===== src/tpsc_pkg.sv =====
// Constants for the transceiver power-state control block.
// Assumes a single 100 MHz clock and no register bus.
package tpsc_pkg;
  typedef enum logic [1:0] {
    TPSC_P0 = 2'b00,
    TPSC_P0S = 2'b01,
    TPSC_P1 = 2'b10,
    TPSC_P2 = 2'b11
  } tpsc_pstate_e;
  localparam int CLK_MHZ = 100;
  localparam int TICK_MHZ = 25;
  // Default divider gives about 25 MHz ticks from the clock
  localparam logic [4:0] TICK_DIV_RST = 5'(CLK_MHZ / TICK_MHZ);
  localparam int LEAVE_W = 12;
  localparam int SHALLOW_W = 8;
  localparam int ENTER_W = 10;
  localparam int DIV_W = 5;
  localparam int CNT_W = 12;
  localparam int LOCK_TICKS = 4;
  localparam logic [2:0] DET_FOUND = 3'h3;
  localparam logic [2:0] DET_NONE = 3'h0;
  localparam logic [1:0] PS_RST = 2'h3;
endpackage


===== src/tpsc_lane.sv =====
// One channel: power-state tracking, transition timing, acknowledge.
// Assumes synchronised inputs and a shared divided tick on clk.
`timescale 1ns/100ps
module tpsc_lane (
  input wire logic clk,
  input wire logic rst_n,
  input wire logic tick,
  input wire logic [1:0] tx_state,
  input wire logic [1:0] rx_state,
  input wire logic tx_idle_request,
  input wire logic rx_detect_request,
  input wire logic rx_present,
  input wire logic [11:0] leave_deep_count,
  input wire logic [7:0] shallow_transition_count,
  input wire logic [9:0] enter_deep_count,
  output logic phy_ack_pulse,
  output logic [2:0] detect_result,
  output logic [1:0] tx_state_now,
  output logic [1:0] rx_state_now,
  output logic tx_active,
  output logic tx_beacon,
  output logic loopback
);
  logic [1:0] tx_cur_r;
  logic [1:0] tgt_r;
  logic [11:0] cnt_r;
  logic busy_r;
  logic det_busy_r;
  logic det_req_d_r;
  logic [11:0] load_nxt;
  logic pwr_chg;
  // pick the count from the kind of transition
  always_comb begin
    if (tx_cur_r == 2'(tpsc_pkg::TPSC_P2)) begin
      load_nxt = leave_deep_count;
    end else if (tx_state == 2'(tpsc_pkg::TPSC_P2)) begin
      load_nxt = {2'h0, enter_deep_count};
    end else begin
      load_nxt = {4'h0, shallow_transition_count};
    end
  end
  assign pwr_chg = !busy_r && !det_busy_r && (tx_state != tx_cur_r);
  always_ff @(posedge clk or negedge rst_n) begin
    if (!rst_n) begin
      tx_cur_r <= tpsc_pkg::PS_RST;
      tgt_r <= tpsc_pkg::PS_RST;
      cnt_r <= 12'h000;
      busy_r <= 1'b0;
      det_busy_r <= 1'b0;
      det_req_d_r <= 1'b0;
      phy_ack_pulse <= 1'b0;
      detect_result <= tpsc_pkg::DET_NONE;
    end else begin
      phy_ack_pulse <= 1'b0;
      det_req_d_r <= rx_detect_request;
      if (pwr_chg || (!busy_r && !det_busy_r && rx_detect_request &&
          !det_req_d_r && tx_cur_r == 2'(tpsc_pkg::TPSC_P1) &&
          tx_idle_request)) begin
        busy_r <= pwr_chg;
        det_busy_r <= !pwr_chg;
        tgt_r <= tx_state;
        cnt_r <= pwr_chg ? load_nxt : 12'h001;
      end else if ((busy_r || det_busy_r) && tick) begin
        if (cnt_r <= 12'h001) begin
          // Ack only when the full count has elapsed
          busy_r <= 1'b0;
          det_busy_r <= 1'b0;
          phy_ack_pulse <= 1'b1;
          if (busy_r) begin
            tx_cur_r <= tgt_r;
          end
          detect_result <= det_busy_r && rx_present ?
            tpsc_pkg::DET_FOUND : tpsc_pkg::DET_NONE;
        end else begin
          cnt_r <= cnt_r - 12'h001;
        end
      end
    end
  end
  // each direction's analog state follows its own input
  always_ff @(posedge clk or negedge rst_n) begin
    if (!rst_n) begin
      tx_state_now <= tpsc_pkg::PS_RST;
      rx_state_now <= tpsc_pkg::PS_RST;
      tx_active <= 1'b0;
      tx_beacon <= 1'b0;
      loopback <= 1'b0;
    end else begin
      tx_state_now <= tx_cur_r;
      rx_state_now <= rx_state;
      tx_active <= tx_cur_r == 2'(tpsc_pkg::TPSC_P0) &&
        !tx_idle_request && !rx_detect_request;
      loopback <= tx_cur_r == 2'(tpsc_pkg::TPSC_P0) &&
        !tx_idle_request && rx_detect_request;
      tx_beacon <= tx_cur_r == 2'(tpsc_pkg::TPSC_P2) &&
        !tx_idle_request;
    end
  end
  property p_ack_one;
    @(posedge clk) disable iff (!rst_n)
      phy_ack_pulse |=> !phy_ack_pulse;
  endproperty
  a_ack_one: assert property (p_ack_one) else $error("ack too long");
  property p_ack_tick;
    @(posedge clk) disable iff (!rst_n)
      $rose(phy_ack_pulse) |-> $past(tick);
  endproperty
  a_ack_tick: assert property (p_ack_tick) else $error("ack off tick");
  property p_beacon;
    @(posedge clk) disable iff (!rst_n)
      tx_beacon |-> $past(tx_cur_r) == 2'h3 && !$past(tx_idle_request);
  endproperty
  a_beacon: assert property (p_beacon) else $error("bad beacon");
  property p_loop;
    @(posedge clk) disable iff (!rst_n)
      loopback |-> $past(tx_cur_r) == 2'h0 && $past(rx_detect_request) &&
        !$past(tx_idle_request) && !tx_active;
  endproperty
  a_loop: assert property (p_loop) else $error("loop and tx");
endmodule


===== src/tpsc_top.sv =====
// Power-state control for a two-channel transceiver tile.
// Assumes control inputs may be asynchronous; all but the three count inputs pass two flops.
`timescale 1ns/100ps
// Operation
// - TX and RX of each channel power down independently.
// - pll_sleep high powers down the PLL and all analog of both lanes.
// - ref_input_sleep_n low stops only the reference input stage.
// - Sleeping reference input is withheld from downstream tiles.
// - Lock flag rises after reference input sleep is released.
// - Lock flag rises after PLL sleep is released.
// - Outside PCIe only codes 00 active and 11 idle are used.
// - P0 transmits data; idle high gives electrical idle.
// - P0 detect high gives loopback; detect with idle not allowed.
// - P1 with detect high runs receiver detection.
// - P2 sends beacon when idle low, else stays idle.
// - Each TX power change acknowledged by a one-cycle pulse per channel.
// - Three counts: leaving P2, entering P2, all others.
// - Counts use ticks of clock divided by tick_divider.
// - Detection ends with ack pulse and result on detect_result.
// - Leave-P2 count is 12 bits.
// - Other-transition count is 8 bits.
// - Enter-P2 count is 10 bits.
module tpsc_top (
  input wire logic clk,
  input wire logic rst_n,
  input wire logic pll_sleep,
  input wire logic ref_input_sleep_n,
  input wire logic [1:0] tx_power_state_0,
  input wire logic [1:0] tx_power_state_1,
  input wire logic [1:0] rx_power_state_0,
  input wire logic [1:0] rx_power_state_1,
  input wire logic [1:0] tx_idle_request,
  input wire logic [1:0] rx_detect_request,
  input wire logic [1:0] rx_present,
  input wire logic [11:0] leave_deep_count,
  input wire logic [7:0] shallow_transition_count,
  input wire logic [9:0] enter_deep_count,
  input wire logic [4:0] tick_divider,
  output logic pll_lock_flag,
  output logic pll_running,
  output logic ref_input_running,
  output logic ref_forward_en,
  output logic [1:0] phy_ack_pulse,
  output logic [2:0] detect_result_0,
  output logic [2:0] detect_result_1,
  output logic [1:0] tx_state_now_0,
  output logic [1:0] tx_state_now_1,
  output logic [1:0] rx_state_now_0,
  output logic [1:0] rx_state_now_1,
  output logic [1:0] tx_active,
  output logic [1:0] tx_beacon,
  output logic [1:0] loopback
);
  logic [1:0] rs_r;
  logic srst_n;
  logic [23:0] s1_r;
  logic [23:0] s2_r;
  logic [23:0] raw;
  logic [4:0] div_r;
  logic tick_r;
  logic [3:0] lock_cnt_r;
  logic pll_up;
  logic ref_up;
  logic [2:0] det0;
  logic [2:0] det1;
  logic [1:0] ack;
  logic [1:0] txn0;
  logic [1:0] txn1;
  logic [1:0] rxn0;
  logic [1:0] rxn1;
  logic [1:0] act;
  logic [1:0] bcn;
  logic [1:0] lpb;
  // Idle pin levels, so no false state request follows reset
  localparam logic [23:0] SYNC_RST = {1'b0, 1'b1, {4{tpsc_pkg::PS_RST}},
    2'h3, 2'h0, 2'h0, tpsc_pkg::TICK_DIV_RST, 3'h0};
  always_ff @(posedge clk or negedge rst_n) begin
    if (!rst_n) begin
      rs_r <= 2'h0;
    end else begin
      rs_r <= {rs_r[0], 1'b1};
    end
  end
  assign srst_n = rs_r[1];
  // Every pin input but the three counts passes two flops; no logic reads the first stage
  assign raw = {pll_sleep, ref_input_sleep_n, tx_power_state_0,
    tx_power_state_1, rx_power_state_0, rx_power_state_1,
    tx_idle_request, rx_detect_request, rx_present,
    tick_divider, 3'h0};
  always_ff @(posedge clk or negedge srst_n) begin
    if (!srst_n) begin
      s1_r <= SYNC_RST;
      s2_r <= SYNC_RST;
    end else begin
      s1_r <= raw;
      s2_r <= s1_r;
    end
  end
  // Tick divider; a zero divider is treated as one
  always_ff @(posedge clk or negedge srst_n) begin
    if (!srst_n) begin
      div_r <= 5'h00;
      tick_r <= 1'b0;
    end else if (div_r + 5'h01 >= s2_r[7:3] || s2_r[7:3] == 5'h00) begin
      div_r <= 5'h00;
      tick_r <= 1'b1;
    end else begin
      div_r <= div_r + 5'h01;
      tick_r <= 1'b0;
    end
  end
  assign pll_up = !s2_r[23];
  assign ref_up = s2_r[22];
  // Lock waits a few ticks after both sleeps are released
  always_ff @(posedge clk or negedge srst_n) begin
    if (!srst_n) begin
      lock_cnt_r <= 4'h0;
      pll_lock_flag <= 1'b0;
      pll_running <= 1'b0;
      ref_input_running <= 1'b0;
      ref_forward_en <= 1'b0;
    end else begin
      pll_running <= pll_up;
      ref_input_running <= ref_up;
      ref_forward_en <= ref_up;
      if (!pll_up || !ref_up) begin
        lock_cnt_r <= 4'h0;
        pll_lock_flag <= 1'b0;
      end else if (lock_cnt_r != 4'(tpsc_pkg::LOCK_TICKS)) begin
        lock_cnt_r <= lock_cnt_r + (tick_r ? 4'h1 : 4'h0);
      end else begin
        pll_lock_flag <= 1'b1;
      end
    end
  end
  tpsc_lane u_lane0 (
    .clk(clk), .rst_n(srst_n), .tick(tick_r),
    .tx_state(s2_r[21:20]), .rx_state(s2_r[17:16]),
    .tx_idle_request(s2_r[12]), .rx_detect_request(s2_r[10]),
    .rx_present(s2_r[8]), .leave_deep_count(leave_deep_count),
    .shallow_transition_count(shallow_transition_count),
    .enter_deep_count(enter_deep_count), .phy_ack_pulse(ack[0]),
    .detect_result(det0), .tx_state_now(txn0), .rx_state_now(rxn0),
    .tx_active(act[0]), .tx_beacon(bcn[0]), .loopback(lpb[0])
  );
  tpsc_lane u_lane1 (
    .clk(clk), .rst_n(srst_n), .tick(tick_r),
    .tx_state(s2_r[19:18]), .rx_state(s2_r[15:14]),
    .tx_idle_request(s2_r[13]), .rx_detect_request(s2_r[11]),
    .rx_present(s2_r[9]), .leave_deep_count(leave_deep_count),
    .shallow_transition_count(shallow_transition_count),
    .enter_deep_count(enter_deep_count), .phy_ack_pulse(ack[1]),
    .detect_result(det1), .tx_state_now(txn1), .rx_state_now(rxn1),
    .tx_active(act[1]), .tx_beacon(bcn[1]), .loopback(lpb[1])
  );
  // Lane outputs are flopped again; all but ack and detect result gated by PLL sleep
  always_ff @(posedge clk or negedge srst_n) begin
    if (!srst_n) begin
      phy_ack_pulse <= 2'h0;
      detect_result_0 <= tpsc_pkg::DET_NONE;
      detect_result_1 <= tpsc_pkg::DET_NONE;
      tx_state_now_0 <= tpsc_pkg::PS_RST;
      tx_state_now_1 <= tpsc_pkg::PS_RST;
      rx_state_now_0 <= tpsc_pkg::PS_RST;
      rx_state_now_1 <= tpsc_pkg::PS_RST;
      tx_active <= 2'h0;
      tx_beacon <= 2'h0;
      loopback <= 2'h0;
    end else begin
      phy_ack_pulse <= ack;
      detect_result_0 <= det0;
      detect_result_1 <= det1;
      tx_state_now_0 <= pll_up ? txn0 : tpsc_pkg::PS_RST;
      tx_state_now_1 <= pll_up ? txn1 : tpsc_pkg::PS_RST;
      rx_state_now_0 <= pll_up ? rxn0 : tpsc_pkg::PS_RST;
      rx_state_now_1 <= pll_up ? rxn1 : tpsc_pkg::PS_RST;
      tx_active <= pll_up ? act : 2'h0;
      tx_beacon <= pll_up ? bcn : 2'h0;
      loopback <= pll_up ? lpb : 2'h0;
    end
  end
  property p_lock_drop;
    @(posedge clk) disable iff (!srst_n)
      !pll_up |=> !pll_lock_flag;
  endproperty
  a_lock_drop: assert property (p_lock_drop) else $error("lock in sleep");
  property p_fwd;
    @(posedge clk) disable iff (!srst_n)
      !ref_up |=> !ref_forward_en;
  endproperty
  a_fwd: assert property (p_fwd) else $error("ref forwarded");
  property p_pll_off;
    @(posedge clk) disable iff (!srst_n)
      !pll_up |=> tx_active == 2'h0 && tx_beacon == 2'h0;
  endproperty
  a_pll_off: assert property (p_pll_off) else $error("lane on in sleep");
  property p_ref_only;
    @(posedge clk) disable iff (!srst_n)
      pll_up && !ref_up |=> pll_running;
  endproperty
  a_ref_only: assert property (p_ref_only) else $error("pll stopped");
endmodule

===== config.mk =====
export PLATFORM = sky130hd
export DESIGN_NAME = tpsc_top
export DESIGN_NICKNAME = d
export VERILOG_FILES = /design/src/tpsc_pkg.sv /design/src/tpsc_lane.sv /design/src/tpsc_top.sv
export SDC_FILE = /design/constraint.sdc
export NUM_CORES = 1
export LEC_CHECK = 0
export BUFFER_PORTS_ARGS = -buffer_cell sky130_fd_sc_hd__buf_4
export CORE_AREA = 8 8 115 117
export CTS_BUF_LIST = sky130_fd_sc_hd__clkbuf_4 sky130_fd_sc_hd__clkbuf_8 sky130_fd_sc_hd__clkbuf_16
export DETAILED_ROUTE_END_ITERATION = 8
export DIE_AREA = 0 0 123 125
export MAX_ROUTING_LAYER = met4
export PLACE_DENSITY = 0.84
export SETUP_SLACK_MARGIN = 0.4
export SYNTH_ARGS = -nofsm -noshare
export SYNTH_HDL_FRONTEND = slang
export SYNTH_HIERARCHICAL = 1
export SYNTH_SLANG_ARGS = --single-unit

===== constraint.sdc =====
create_clock -name clk -period 3.85 [get_ports clk]
set_input_delay 0.385 -clock clk [delete_from_list [all_inputs] [get_ports clk]]
set_output_delay 0.385 -clock clk [all_outputs]
set_load 0.03 [all_outputs]

### After elaboration in Yosys (flattened, before gate mapping)

Index checks and enable logic that the tools add are counted.

* add/sub/neg operators: 4
* multiply operators: 0
* divide/modulo/power cells: 0
* order comparisons: 3
* equal/unequal tests: 12
* shift operators: 0
* muxes and demuxes: 42
* bitwise gates (word level): 2
* reduce and logical (&&, ||, !) cells: 60

Operators by type and width (count)
* two-way mux 12 bit: 10
* <= comparator 12 x 1 -> 1 bit, second input constant: 2
* logical AND 1 bit: 24
* subtractor 12 x 1 -> 12 bit, second input constant: 2
* two-way mux 10 bit: 2
* two-way mux 1 bit: 18
* two-way mux 2 bit: 9
* zero test 1 bit: 14
* equality test 2 bit, second input constant: 6
* nonzero test 2 bit: 5
* two-way mux 4 bit: 2
* AND reduction 2 bit: 4
* AND reduction 4 bit: 2
* logical OR 1 bit: 6
* AND reduction 3 bit: 2
* adder 5 x 1 -> 5 bit, second input constant: 1
* greater-or-equal comparator 5 bit: 1
* zero test 5 bit: 1
* two-way mux 5 bit: 1
* adder 4 x 1 -> 4 bit: 1
* zero test 2 bit: 2
* != test 2 x 1 -> 1 bit, second input constant: 2
* != test 2 bit: 2
* != test 4 x 3 -> 1 bit, second input constant: 1
* 2 further kinds: 3

* bits in registers: 139
* latch bits: 0
* bits in writable memories: 0
* ROM bits: 0
* output and inout bits: 26
* memories: 0

### Logic depth before layout (Yosys ltp)

* depth after elaboration: 9
* depth in mapped cells: 8

### Cells and area by module

Netlist, hierarchy kept.

Modules (own cells, without submodules)
* tpsc_lane: times used 2, cells an instance 182, area an instance 1660.3 µm²
* tpsc_top: times used 1, cells an instance 144, area an instance 2468.6 µm²

### Worst setup path before layout

No wires, ideal clock.

* path type: register to register
* from: reg div_r[0]
* to: reg tick_r
* data arrival time: 1843 ps
* required time: 3730 ps
* path slack: 1887 ps
* cell stages (with the launch flop): 9
* clock period less this slack: 1963 ps
* cell sequence: dfrtp_1 -> ha_1 -> nand3_1 -> xor2_1 -> inv_1 -> ha_1 -> a21oi_1 -> o21ai_4 -> a31o_2

* longest elaborated chain between the ends: 4

Ends and longest elaborated chain
* from (decl): RTL line tpsc_top.sv:59 `logic [4:0] div_r;`
* from (signal assigned): RTL line tpsc_top.sv:108 `div_r <= div_r + 5'h01;`
* adder 5 x 1 -> 5 bit: RTL line tpsc_top.sv:104 `end else if (div_r + 5'h01 >= s2_r[7:3] || s2_r[7:3] == 5'h00) begin`
* greater-or-equal comparator 5 bit: RTL line tpsc_top.sv:104
* logical OR 1 bit: RTL line tpsc_top.sv:104
* two-way mux 1 bit: RTL line tpsc_top.sv:104
* to (signal assigned): RTL line tpsc_top.sv:103 `tick_r <= 1'b0;`
* to (signal assigned): RTL line tpsc_top.sv:106 `tick_r <= 1'b1;`
* to (signal assigned): RTL line tpsc_top.sv:109 `tick_r <= 1'b0;`
* to (decl): RTL line tpsc_top.sv:60 `logic tick_r;`

No other way between the ends.
A chain may end at the register's enable or synchronous reset.

### Final worst setup path

* from: reg u_lane0.tx_cur_r[0]
* to: reg u_lane0.cnt_r[2]

* longest elaborated chain between the ends: 6
* elaborated cells on any way between the ends: 13
* classes of those cells: eq/ne: 4; mux: 3; reduce/logical: 6

Ends and longest elaborated chain
* from (decl): RTL line tpsc_lane.sv:24 `logic [1:0] tx_cur_r;`
* from (signal assigned): RTL line tpsc_lane.sv:45 `tx_cur_r <= tpsc_pkg::PS_RST;`
* from (signal assigned): RTL line tpsc_lane.sv:70 `tx_cur_r <= tgt_r;`
* equality test 2 bit: RTL line tpsc_lane.sv:57 `!det_req_d_r && tx_cur_r == 2'(tpsc_pkg::TPSC_P1) &&`
* logical AND 1 bit (2 in a row): RTL line tpsc_lane.sv:57
* logical OR 1 bit: RTL line tpsc_lane.sv:56 `if (pwr_chg || (!busy_r && !det_busy_r && rx_detect_request &&`
* != test 2 x 1 -> 1 bit (no source line) / nonzero test 2 bit (equally long branches)
* AND reduction 2 bit (no source line)
* to (signal assigned): RTL line tpsc_lane.sv:62 `cnt_r <= pwr_chg ? load_nxt : 12'h001;`
* to (signal assigned): RTL line tpsc_lane.sv:75 `cnt_r <= cnt_r - 12'h001;`
* to (decl): RTL line tpsc_lane.sv:26 `logic [11:0] cnt_r;`

Several ways; a longest one is shown, not always the timed one.

==> results.md <==
* Cells after synthesis at 508
* # hold bufs at CTS at 1
* Post-place setup slack at 1560 ps
* Final period utilization at 60.2%
* Met2 Track Usage GR at 26.6%
* Core Area at 11600 um2
* Startpoint types: flop
* FMAX at 432 MHz
* Crit Path Class: flop to flop
* Post-synthesis sequential area ratio at 59.4%
* Measured slew at the worst slew-check pin at 914 ps
* I/O pins at 79
* Num rows at 40
* CTS H-tree depth at 4
* Final Setup Violations at 0
* Largest net degree at the start of global routing at 77
* Resize count post-CTS at 0
* Busiest grt layer: met2
* Clock Path Buffers at 2
* Hold Vio Cnt, Final at 0
* Register area at 3440 um2
* Die Area at 15400 um2
* Post-CTS Setup Bufs at 0
* PortBufs at 78
* Pleak at 3.26 nW
* Ys Warns at 6
* Routed length per instance at 17.3 um
* Initial antenna violation count at 0
* Clock root cell: clkbuf_16
* Unrepaired setup endpoints after global routing: no
* Die Ht at 125 um
* Initial core utilization at 49.9%
* CP bufs+invs at 0
* Cell Area, Synth at 5790 um2
* Synth Area per Inst at 11.4 um2
* Drt drc at 0
* CTS sink cnt at 135
* CTS Buf Count at 17
* Slew headroom at 39.1%
* Routed vias/inst at 5.64
* Final WL at 12900 um
* Yosys reg bits at 135
* Crit end category: flop
* Multi-input gate area at 2140 um2
* Antenna diode count at 0
* Setup TNS at 0 ps
* Top FF cell, synth: dfrtp_1
* Routing usage on met3 at 5.90%
* 1st-iter DRT viols at 421
* Post-synth EDFFs at 0
* Max_cap viols at 0
* Area growth, synth to finish at 21.8%
* Hold/Removal Path Class: input pin to flop
* # nets final at 649
* Highest ir drop seen on vdd at 0.000324 V
* Worst path required time at 4170 ps
* Crit path largest cell delay at 620 ps
* GP Congestion at 0.970
* PD cells at 649 nW/um2
* Slowest cell on the critical path: o21ai_2
* Share of cells above drive strength 1 at 32.2%
* Syn Nets at 573
* Post-route ant nets at 0
* Status: finished, final reports clean
* Crit-path max FO at 16
* Vias in the first global route at 4277
* Gr usage total at 17.9%
* First-pass GRT wire length at 20800 um
* Pre-antenna DRT Iters at 5
* Fin crit period at 2320 ps
* Distinct cells, synth at 56
* Setup WS post-layout at 1530 ps
* Die width at 123 um
* Final instance area at 7050 um2
* Synth async-reset ratio at 100%
* CP arrival at 2630 ps
* TritonCTS clock tree: done
* Clock transition at the registers of the reported paths at 60 ps
* CP cell instances: xor2_1 > o21ai_2 > nand2_1 > o32a_1 > a311oi_1
* GRT Residual Overflow at 0
* # fillers at 934
* Post-Route Skew at 9.58 ps
* Met1 Usage GRT at 22.3%
* Hold slack at 67.4 ps
* Worst-Skew Late Latency at 420 ps
* Vias at 4199
* Dpl cell area at 6440 um2
* Fin. max-slew vios at 0
* Post-detail-place hpwl at 9330 um
* Worst path top cell family by delay: compound AO/OA/AOI/OAI gates
## where the power goes
group	switching (W)	internal, W
Sequential	0.000232	0.00166
Clock	0.000621	0.000993
Combinational	0.000618	0.000452
Total	0.00147	0.00311
## final timing paths
check | start | end | slack (ps) | cells after the start
max | u_lane0/tx_cur_r[0]$_DFFE_PN1P_ | u_lane0/cnt_r[2]$_DFFE_PN0P_ | 1530 | 5
min | rx_power_state_1[1] | s1_r[15]$_DFF_PN1_ | 70 | 1
max reg2reg | u_lane0/tx_cur_r[0]$_DFFE_PN1P_ | u_lane0/cnt_r[2]$_DFFE_PN0P_ | 1530 | 5
min reg2reg | s1_r[11]$_DFF_PN0_ | s2_r[11]$_DFF_PN0_ | 340 | 0
max in group asynchronous | rs_r[1]$_DFF_PN0_ | s2_r[12]$_DFF_PN1_ | 2400 | 1
min in group asynchronous | rst_n | rs_r[1]$_DFF_PN0_ | 310 | 2
## placed cells by master (no fill, tap or decap), drive strengths merged, types with 7 or more instances in the layout
cell type,netlist,layout
a211oi,12,12
a21oi,18,18
a311oi,8,8
buf,17,80
clkbuf,7,19
dfrtp,87,87
dfstp,48,48
ha,12,12
inv,20,23
mux2i,14,14
nand2,39,39
nand3,13,13
nand4,8,8
nor2,56,56
nor2b,7,7
nor3,18,18
nor4,8,8
o21ai,20,20
or2,8,8
xor2,9,9
## synth_stat cells (6+ instances only)
| cell type | count | share of area, % |
|---|---|---|
| a211oi_1 | 12 | 1.6 |
| a21oi_1 | 18 | 1.6 |
| a311oi_1 | 8 | 1.2 |
| and3_1 | 6 | 0.65 |
| buf_2 | 8 | 0.69 |
| clkbuf_1 | 7 | 0.45 |
| dfrtp_1 | 87 | 38 |
| dfstp_2 | 48 | 22 |
| ha_1 | 12 | 2.6 |
| inv_1 | 20 | 1.3 |
| mux2i_1 | 14 | 2.4 |
| nand2_1 | 39 | 2.5 |
| nand3_1 | 13 | 1.1 |
| nand4_1 | 8 | 0.86 |
| nor2_1 | 54 | 3.5 |
| nor2b_1 | 7 | 0.76 |
| nor3_1 | 18 | 1.6 |
| nor4_1 | 6 | 0.65 |
| o21ai_0 | 15 | 1.3 |
| o22ai_1 | 6 | 0.65 |
| or2_2 | 8 | 0.86 |
| xor2_1 | 9 | 1.4 |
## area by class of cell
class,count,area share (%)
Clock buffer,19,6.42
Clock inverter,13,2.06
Inverter,20,1.06
Sequential cell,135,48.8
Tap cell,147,2.61
Timing Repair Buffer,81,8.66
Multi-Input combinational cell,329,30.4
## flip-flops by register name, summed over array words and instances, names as in the netlist, 3 cells and up
name	count
detect_result_0	3
detect_result_1	3
div_r	5
lock_cnt_r	4
s1_r	21
s2_r	21
u_lane0/cnt_r	12
u_lane1/cnt_r	12
## cell families (layout without fill, tap and decap cells)
| logic type | count (synthesis) | in the layout | share of synthesized area, % |
|---|---|---|---|
| buffers and inverters | 44 | 133 | 3.61 |
| other | 3 | 3 | 0.194 |
| AOI/OAI and AO/OA | 97 | 97 | 12.3 |
| muxes | 18 | 18 | 3.20 |
| DFF | 135 | 135 | 59.4 |
| and+or+nand+nor | 190 | 190 | 17.4 |
| xor gates and xnor gates | 9 | 9 | 1.36 |
| adders and majority gates | 12 | 12 | 2.59 |
## layer usage
layer	up-vias	part of all wire, %	wire [um]
met5	-	0	0
met4	0	2.0	256
met3	27	7.7	998
met2	175	46	6000
met1	2039	44	5650
li1	1958	-	-
## per-stage QoR
step | power, W | std cells | util (%)
after floorplan | 0.00267 | 508 | -
after global placement | 0.00291 | 711 | 55.5
after detailed placement | 0.00297 | 711 | 55.5
after CTS | 0.00460 | 744 | 60.7
after global routing | 0.00480 | 744 | 60.7
final | 0.00458 | 744 | 60.7
## worst register-to-register path, cell delays in order (launching register included)
cell      delay, ps
dfstp_2         610
xor2_1          130
o21ai_2         620
nand2_1         370
o32a_1          260
a311oi_1        240
Note: power is estimated with default switching activity, not from simulation.
